### src/nvsram_host_pkg.sv
package nvsram_host_pkg;

  // ------------------------------------------------------------
  // clock and timing
  // ------------------------------------------------------------
  localparam int CLK_PERIOD_NS = 50;            // 20 MHz system clock
  localparam int SAVE_DURATION_MS = 10;         // nonvolatile store time
  localparam int RESTORE_DURATION_US = 20;      // software recall time
  localparam int POWERUP_RESTORE_DURATION_US = 550; // power-up recall time
  localparam int SAVE_CYCLES = SAVE_DURATION_MS * 1000000 / CLK_PERIOD_NS;
  localparam int RESTORE_CYCLES =
    (RESTORE_DURATION_US * 1000 + CLK_PERIOD_NS - 1) / CLK_PERIOD_NS;
  localparam int POWERUP_RESTORE_CYCLES =
    (POWERUP_RESTORE_DURATION_US * 1000 + CLK_PERIOD_NS - 1) / CLK_PERIOD_NS;
  localparam int ACCESS_CYCLES = 2;             // chip select low time

  // ------------------------------------------------------------
  // widths and command addresses
  // ------------------------------------------------------------
  localparam int ADDR_W = 13;                   // 8,192 bytes
  localparam int DATA_W = 8;
  localparam int WAIT_W = 24;
  localparam int SEQ_LEN = 6;
  localparam logic [12:0] SEQ_A0 = 13'h0000;
  localparam logic [12:0] SEQ_A1 = 13'h1555;
  localparam logic [12:0] SEQ_A2 = 13'h0AAA;
  localparam logic [12:0] SEQ_A3 = 13'h1FFF;
  localparam logic [12:0] SEQ_A4 = 13'h10F0;
  localparam logic [12:0] SEQ_SAVE = 13'h0F0F;
  localparam logic [12:0] SEQ_RESTORE = 13'h0F0E;

  // ------------------------------------------------------------
  // user commands
  // ------------------------------------------------------------
  typedef enum logic [2:0] {
    CMD_READ = 3'h0,
    CMD_WRITE = 3'h1,
    CMD_SAVE = 3'h2,
    CMD_RESTORE = 3'h3
  } cmd_t;

endpackage : nvsram_host_pkg

### src/nvsram_host.sv
// What this block does
// - address held stable across write cycle
// - output enable kept high during writes
// - store command is six fixed reads
// - recall command ends with 0F0E read
// - each command step toggles chip select
// - command steps are reads only
// - write strobe high through all six
// - never hold write at power-up recall end
`timescale 1ns/100ps
`default_nettype none

module nvsram_host (
  // clock and reset
  input wire logic SYS_CLK,
  input wire logic RST_N,
  // user request
  input wire logic REQ_VALID,
  input wire logic [2:0] REQ_CMD,
  input wire logic [12:0] REQ_ADDR,
  input wire logic [7:0] REQ_WDATA,
  output logic REQ_READY,
  // user answer
  output logic RSP_VALID,
  output logic [7:0] RSP_RDATA,
  // supply status from board monitor
  input wire logic SUPPLY_OK,
  // memory pins
  output logic CHIP_SEL_N,
  output logic OUT_EN_N,
  output logic WRITE_N,
  output logic [12:0] ADDRESS_LINES,
  input wire logic [7:0] DATA_LINES_IN,
  output logic [7:0] DATA_LINES_OUT,
  output logic DATA_LINES_OE
);

  // ------------------------------------------------------------
  // state
  // ------------------------------------------------------------
  typedef enum logic [2:0] {
    ST_POWERUP, ST_IDLE, ST_SETUP, ST_ACTIVE, ST_GAP, ST_BUSY
  } state_t;

  state_t state_reg, state_next;
  logic [23:0] wait_reg, wait_next;     // shared cycle counter
  logic [2:0] kind_reg, kind_next;      // command in flight
  logic [2:0] step_reg, step_next;      // command read index
  logic [12:0] addr_reg, addr_next;
  logic [7:0] wdata_reg, wdata_next;
  logic cs_n_reg, cs_n_next;
  logic oe_n_reg, oe_n_next;
  logic we_n_reg, we_n_next;
  logic doe_reg, doe_next;
  logic ready_reg, ready_next;
  logic rvalid_reg, rvalid_next;
  logic [7:0] rdata_reg, rdata_next;
  logic [12:0] seq_addr;                // table output
  logic [2:0] rom_step;                 // table index for next access
  logic rom_is_save;                    // last entry picks store
  logic is_cmd;

  // ------------------------------------------------------------
  // command address table
  // ------------------------------------------------------------
  // fed from registers and pins only, so the next-state process
  // never reads back a value it computes itself
  assign rom_step = (state_reg == ST_IDLE) ? 3'h0 : step_reg + 3'h1;
  assign rom_is_save = (state_reg == ST_IDLE) ?
                       (REQ_CMD == nvsram_host_pkg::CMD_SAVE) :
                       (kind_reg == nvsram_host_pkg::CMD_SAVE);

  nvsram_seq_rom u_rom (
    .step(rom_step),
    .is_save(rom_is_save),
    .addr(seq_addr)
  );

  assign is_cmd = (kind_reg == nvsram_host_pkg::CMD_SAVE) ||
                  (kind_reg == nvsram_host_pkg::CMD_RESTORE);

  // ------------------------------------------------------------
  // next-state logic
  // ------------------------------------------------------------
  always_comb begin
    state_next = state_reg;
    wait_next = wait_reg;
    kind_next = kind_reg;
    step_next = step_reg;
    addr_next = addr_reg;
    wdata_next = wdata_reg;
    cs_n_next = cs_n_reg;
    oe_n_next = oe_n_reg;
    we_n_next = we_n_reg;
    doe_next = doe_reg;
    ready_next = 1'b0;
    rvalid_next = 1'b0;
    rdata_next = rdata_reg;
    unique case (state_reg)
      // supply must be up and recall time spent before any access
      ST_POWERUP: begin
        cs_n_next = 1'b1;
        we_n_next = 1'b1;
        if (!SUPPLY_OK) begin
          wait_next = '0;
        end else if (wait_reg >=
            24'(nvsram_host_pkg::POWERUP_RESTORE_CYCLES - 1)) begin
          state_next = ST_IDLE;
          ready_next = 1'b1;
        end else begin
          wait_next = wait_reg + 24'h0001;
        end
      end
      // take a request; every request refused while supply low
      ST_IDLE: begin
        ready_next = 1'b1;
        if (!SUPPLY_OK) begin
          ready_next = 1'b0;
          wait_next = '0;
          state_next = ST_POWERUP;
        end else if (REQ_VALID && ready_reg) begin
          ready_next = 1'b0;
          kind_next = REQ_CMD;
          step_next = 3'h0;
          wdata_next = REQ_WDATA;
          addr_next = REQ_ADDR;
          if (REQ_CMD == nvsram_host_pkg::CMD_SAVE ||
              REQ_CMD == nvsram_host_pkg::CMD_RESTORE) begin
            addr_next = seq_addr;
          end
          state_next = ST_SETUP;
        end
      end
      // address settles one cycle before chip select falls
      ST_SETUP: begin
        cs_n_next = 1'b0;
        wait_next = '0;
        if (kind_reg == nvsram_host_pkg::CMD_WRITE) begin
          we_n_next = 1'b0;
          oe_n_next = 1'b1;
          doe_next = 1'b1;
        end else begin
          we_n_next = 1'b1;
          oe_n_next = 1'b0;
        end
        state_next = ST_ACTIVE;
      end
      // hold pins; sample data at end of read
      ST_ACTIVE: begin
        wait_next = wait_reg + 24'h0001;
        if (wait_reg >= 24'(nvsram_host_pkg::ACCESS_CYCLES - 1)) begin
          cs_n_next = 1'b1;
          we_n_next = 1'b1;
          oe_n_next = 1'b1;
          if (kind_reg == nvsram_host_pkg::CMD_READ) begin
            rdata_next = DATA_LINES_IN;
          end
          state_next = ST_GAP;
        end
      end
      // address and data held one cycle past the rising edge
      ST_GAP: begin
        doe_next = 1'b0;
        wait_next = '0;
        if (is_cmd && step_reg != 3'(nvsram_host_pkg::SEQ_LEN - 1)) begin
          // back-to-back reads, nothing else interleaved
          step_next = step_reg + 3'h1;
          addr_next = seq_addr;
          state_next = ST_SETUP;
        end else if (is_cmd) begin
          state_next = ST_BUSY;
        end else begin
          rvalid_next = 1'b1;
          ready_next = 1'b1;
          state_next = ST_IDLE;
        end
      end
      // device ignores pins until the transfer ends
      ST_BUSY: begin
        wait_next = wait_reg + 24'h0001;
        if ((kind_reg == nvsram_host_pkg::CMD_SAVE &&
             wait_reg >= 24'(nvsram_host_pkg::SAVE_CYCLES - 1)) ||
            (kind_reg != nvsram_host_pkg::CMD_SAVE &&
             wait_reg >= 24'(nvsram_host_pkg::RESTORE_CYCLES - 1))) begin
          rvalid_next = 1'b1;
          ready_next = 1'b1;
          state_next = ST_IDLE;
        end
      end
      default: begin
        state_next = ST_POWERUP;
      end
    endcase
  end

  // ------------------------------------------------------------
  // registers
  // ------------------------------------------------------------
  always_ff @(posedge SYS_CLK or negedge RST_N) begin
    if (!RST_N) begin
      state_reg <= ST_POWERUP;
      wait_reg <= 24'h0000;
      kind_reg <= 3'h0;
      step_reg <= 3'h0;
      addr_reg <= 13'h0000;
      wdata_reg <= 8'h00;
      cs_n_reg <= 1'b1;
      oe_n_reg <= 1'b1;
      we_n_reg <= 1'b1;
      doe_reg <= 1'b0;
      ready_reg <= 1'b0;
      rvalid_reg <= 1'b0;
      rdata_reg <= 8'h00;
    end else begin
      state_reg <= state_next;
      wait_reg <= wait_next;
      kind_reg <= kind_next;
      step_reg <= step_next;
      addr_reg <= addr_next;
      wdata_reg <= wdata_next;
      cs_n_reg <= cs_n_next;
      oe_n_reg <= oe_n_next;
      we_n_reg <= we_n_next;
      doe_reg <= doe_next;
      ready_reg <= ready_next;
      rvalid_reg <= rvalid_next;
      rdata_reg <= rdata_next;
    end
  end

  // ------------------------------------------------------------
  // outputs, all straight from flip-flops
  // ------------------------------------------------------------
  assign REQ_READY = ready_reg;
  assign RSP_VALID = rvalid_reg;
  assign RSP_RDATA = rdata_reg;
  assign CHIP_SEL_N = cs_n_reg;
  assign OUT_EN_N = oe_n_reg;
  assign WRITE_N = we_n_reg;
  assign ADDRESS_LINES = addr_reg;
  assign DATA_LINES_OUT = wdata_reg;
  assign DATA_LINES_OE = doe_reg;

endmodule : nvsram_host

`default_nettype wire

### src/nvsram_seq_rom.sv
`timescale 1ns/100ps
`default_nettype none

// ------------------------------------------------------------
// command address table, picks the last entry by command kind
// ------------------------------------------------------------
module nvsram_seq_rom (
  // lookup
  input wire logic [2:0] step,
  input wire logic is_save,
  output logic [12:0] addr
);

  // six fixed read addresses, last one selects store or recall
  always_comb begin
    unique case (step)
      3'h0: addr = nvsram_host_pkg::SEQ_A0;
      3'h1: addr = nvsram_host_pkg::SEQ_A1;
      3'h2: addr = nvsram_host_pkg::SEQ_A2;
      3'h3: addr = nvsram_host_pkg::SEQ_A3;
      3'h4: addr = nvsram_host_pkg::SEQ_A4;
      default: begin
        addr = is_save ? nvsram_host_pkg::SEQ_SAVE
                       : nvsram_host_pkg::SEQ_RESTORE;
      end
    endcase
  end

endmodule : nvsram_seq_rom

`default_nettype wire

### config.mk
export PLATFORM = sky130hd
export DESIGN_NAME = nvsram_host
export DESIGN_NICKNAME = d
export VERILOG_FILES = /design/src/nvsram_host_pkg.sv /design/src/nvsram_host.sv /design/src/nvsram_seq_rom.sv
export SDC_FILE = /design/constraint.sdc
export NUM_CORES = 1
export LEC_CHECK = 0
export BUFFER_PORTS_ARGS = -buffer_cell sky130_fd_sc_hd__buf_2
export CORE_MARGIN = 1
export CORE_UTILIZATION = 56
export DETAILED_ROUTE_END_ITERATION = 8
export GPL_TIMING_DRIVEN = 0
export PLACE_DENSITY = 0.81
export SETUP_SLACK_MARGIN = 0.5
export SLEW_MARGIN = 10
export SYNTH_ARGS = -nofsm -noshare
export SYNTH_HDL_FRONTEND = slang
export SYNTH_HIERARCHICAL = 1
export SYNTH_SLANG_ARGS = --single-unit
### constraint.sdc
create_clock -name SYS_CLK -period 2.3 [get_ports SYS_CLK]
set_input_delay 0.46 -clock SYS_CLK [delete_from_list [all_inputs] [get_ports SYS_CLK]]
set_output_delay 0.46 -clock SYS_CLK [all_outputs]
set_load 0.05 [all_outputs]
==> flow_metrics.env <==
export IMPL_synthesis_area_per_instance_um2=9.97
export IMPL_hold_buffers=0
export IMPL_clock_path_buffers=2
export IMPL_finalPower_mw=6.95
export IMPL_regArea_um2=1710
export IMPL_clk_pin_slew_ps=90
export IMPL_ys_flop_type="dfrtp_1"
export IMPL_routed_wl_mm=11.8
export IMPL_grt_start_max_net_pins=37
export IMPL_fin_crit_ps=2340
export IMPL_layout_commonest_cell="buf_2"
export IMPL_io_pins=71
export IMPL_antenna_cells_inserted=0
export IMPL_synth_edf_count=0
export IMPL_grt_pass1_wl_mm=15.8
export IMPL_die_y_um=83.5
export IMPL_dp_slack_ps=-52.8
export IMPL_hold_viol=0
export IMPL_r2r_cells=6
export IMPL_ys_async_sr_fraction=1.00
export IMPL_ys_ff_latch=68
export IMPL_cts_sinks=68
export IMPL_first_global_vias=3277
export IMPL_port_buffer_count=70
export IMPL_finalClockSkew_ps=18.5
export IMPL_syn_num_nets=414
export IMPL_synthesis_area_um2=3720
export IMPL_worst_slew_pin_slew_ps=803
export IMPL_drive_above_1_share=0.471
export IMPL_power_density_nw_per_um2=1360
export IMPL_outcome="finished with violations"
export IMPL_path_max_fanout=8
export IMPL_critical_path_arrival_ps=2590
export IMPL_syn_inst=373
export IMPL_die_area_um2=6970
export IMPL_ir_worst_vdd_mv=1.40
export IMPL_dr_pass1_iters=6
export IMPL_reg2reg_slack_ps=-40
export IMPL_cts_buffers=9
export IMPL_root_buffer="clkbuf_8"
export IMPL_postLayoutSetupSlackWorst_ps=-40.9
export IMPL_critPathCaptureType="flip-flop"
export IMPL_remaining_drc_errors=0
export IMPL_wl_per_cell_um=20.4
export IMPL_row_count=29
export IMPL_grt_usage=0.290
export IMPL_crit_path_start_kind="flip-flop"
export IMPL_cp_required_ps=2550
export IMPL_slew_headroom=0.462
export IMPL_grt_overflow_total=0
export IMPL_largest_register_ffs=24
export IMPL_place_inst=521
export IMPL_dpl_hpwl_mm=6.13
export IMPL_finalCritPeriodShare=1.02
export IMPL_antenna_left=0
export IMPL_synth_cell_types=59
export IMPL_drtIter0Drc=356
export IMPL_fin_util=0.800
export IMPL_area_growth_syn_to_layout_pct=37.4
export IMPL_worstSetupPathType="flip-flop to flip-flop"
export IMPL_insertion_delay_ps=370
export IMPL_violations="setup timing"
export IMPL_max_freq_mhz=427
export IMPL_multiInputGateArea_um2=2130
export IMPL_setup_violations_final=9
export IMPL_core_um2=6390
export IMPL_htree_levels=3
export IMPL_synth_warning_count=6
export IMPL_cellLeakagePower_nw=2.41
export IMPL_antenna_found_initial=0
export IMPL_ys_seq_area_frac=0.459
export IMPL_rsz0062_at_grt="yes"
export IMPL_final_max_slew_viol_count=0
export IMPL_holdCritPathClass="input port to asynchronous set/reset pin"
export IMPL_gp_congestion=0.849
export IMPL_start_util=0.582
export IMPL_vias=3620
export IMPL_nFillCells=343
export IMPL_fin_cells=576
export IMPL_drv_cap=0
export IMPL_cts_tree="built"
export IMPL_final_cell_mix="71 x buf_2, 58 x dfrtp_1, 47 x nor2_1"
export IMPL_dieWidth_um=83.5
export IMPL_vias_per_cell=6.28
export IMPL_finalNetCount=535
==> per-stage QoR <==
stage          setup TNS [ps]  hold slack [ps]  cell area [µm²]
5_1_grt                  -326             66.7             5110
4_1_cts                     0             69.2             4830
3_3_place_gp                0              486             4270
3_5_place_dp             -111              456             4290
6_report                 -235             33.5             5110
2_1_floorplan               0              164             3820
==> worst paths after layout <==
kind,from,endpoint
worst max-delay path,wait_reg[13]$_DFFE_PN0P_,RSP_RDATA[0]$_DFFE_PN0P_
worst min-delay path,RST_N,RSP_RDATA[3]$_DFFE_PN0P_
worst max register to register,wait_reg[13]$_DFFE_PN0P_,RSP_RDATA[0]$_DFFE_PN0P_
worst min register to register,DATA_LINES_OUT[0]$_DFFE_PN0P_,DATA_LINES_OUT[0]$_DFFE_PN0P_
max in group asynchronous,RST_N,CHIP_SEL_N$_DFFE_PN1P_
min in group SYS_CLK,DATA_LINES_IN[1],RSP_RDATA[1]$_DFFE_PN0P_
==> layer usage <==
layer  global-route usage  vias up  part of all wire
li1                     -     1553                 -
met1                0.378     1741              0.38
met2                0.472      258              0.47
met3               0.0603       68             0.093
met4                0.125        0             0.057
met5                    0        -                 0
==> cell type report <==
cell class / count / share of cell area
Clock buffer: 10 / 0.0269
Tap cell: 77 / 0.0188
Sequential cell: 68 / 0.335
Inverter: 10 / 0.00783
Buffer: 26 / 0.0465
Multi-Input combinational cell: 269 / 0.417
Clock inverter: 6 / 0.0125
Timing Repair Buffer: 110 / 0.135
==> what timing repair did <==
item / 4_1_cts / 5_1_grt
pin swaps: 16 / 23
gates resized for setup: 38 / 42
buffers inserted: 22 / 14
setup endpoints to repair: 64 / 55
cloned: 0 / 3
==> worst max-delay path, cell delays in order (launching register included) <==
cell and delay (ps):
dfrtp_1 410, or4_4 550, nand4b_1 340, o21ai_2 300, or4b_4 180, buf_8 130, mux2_4 310
==> synthesized netlist by cell type, drive strengths merged (3+ instances only) <==
cell type  instances  area [µm²]
nor3               5        25.0
a21oi             23         119
dfrtp             65        1630
nand3             12        60.1
nand2             20        75.1
xor2              20         175
buf               20         143
nor3b              4        40.0
nor4               5        37.5
a31oi              3        18.8
nand2b             8        50.1
inv               10        37.5
nor2              52         198
o22ai              3        18.8
clkbuf             6        26.3
mux2i             15         150
o21ai             17        88.8
and2               5        32.5
ha                 5        62.6
o21a               3        22.5
mux2              21         240
dfstp              3        78.8
nand4             15        93.8
==> report_power, final <==
part,switching (mW),total [mW],internal (mW)
Combinational,2.51,4.08,1.57
Sequential,0.262,1.83,1.57
Clock,0.516,1.04,0.528
==> cell families after synthesis <==
kind of cell	count (synthesis)	share of synthesized area
compound gates	63	0.110
xor+xnor	21	0.0495
fa+ha+maj	5	0.0168
buf+inv	36	0.0555
flops	68	0.459
mux	36	0.105
simple gates	144	0.205
No activity file was read; power rests on OpenSTA's default activity.
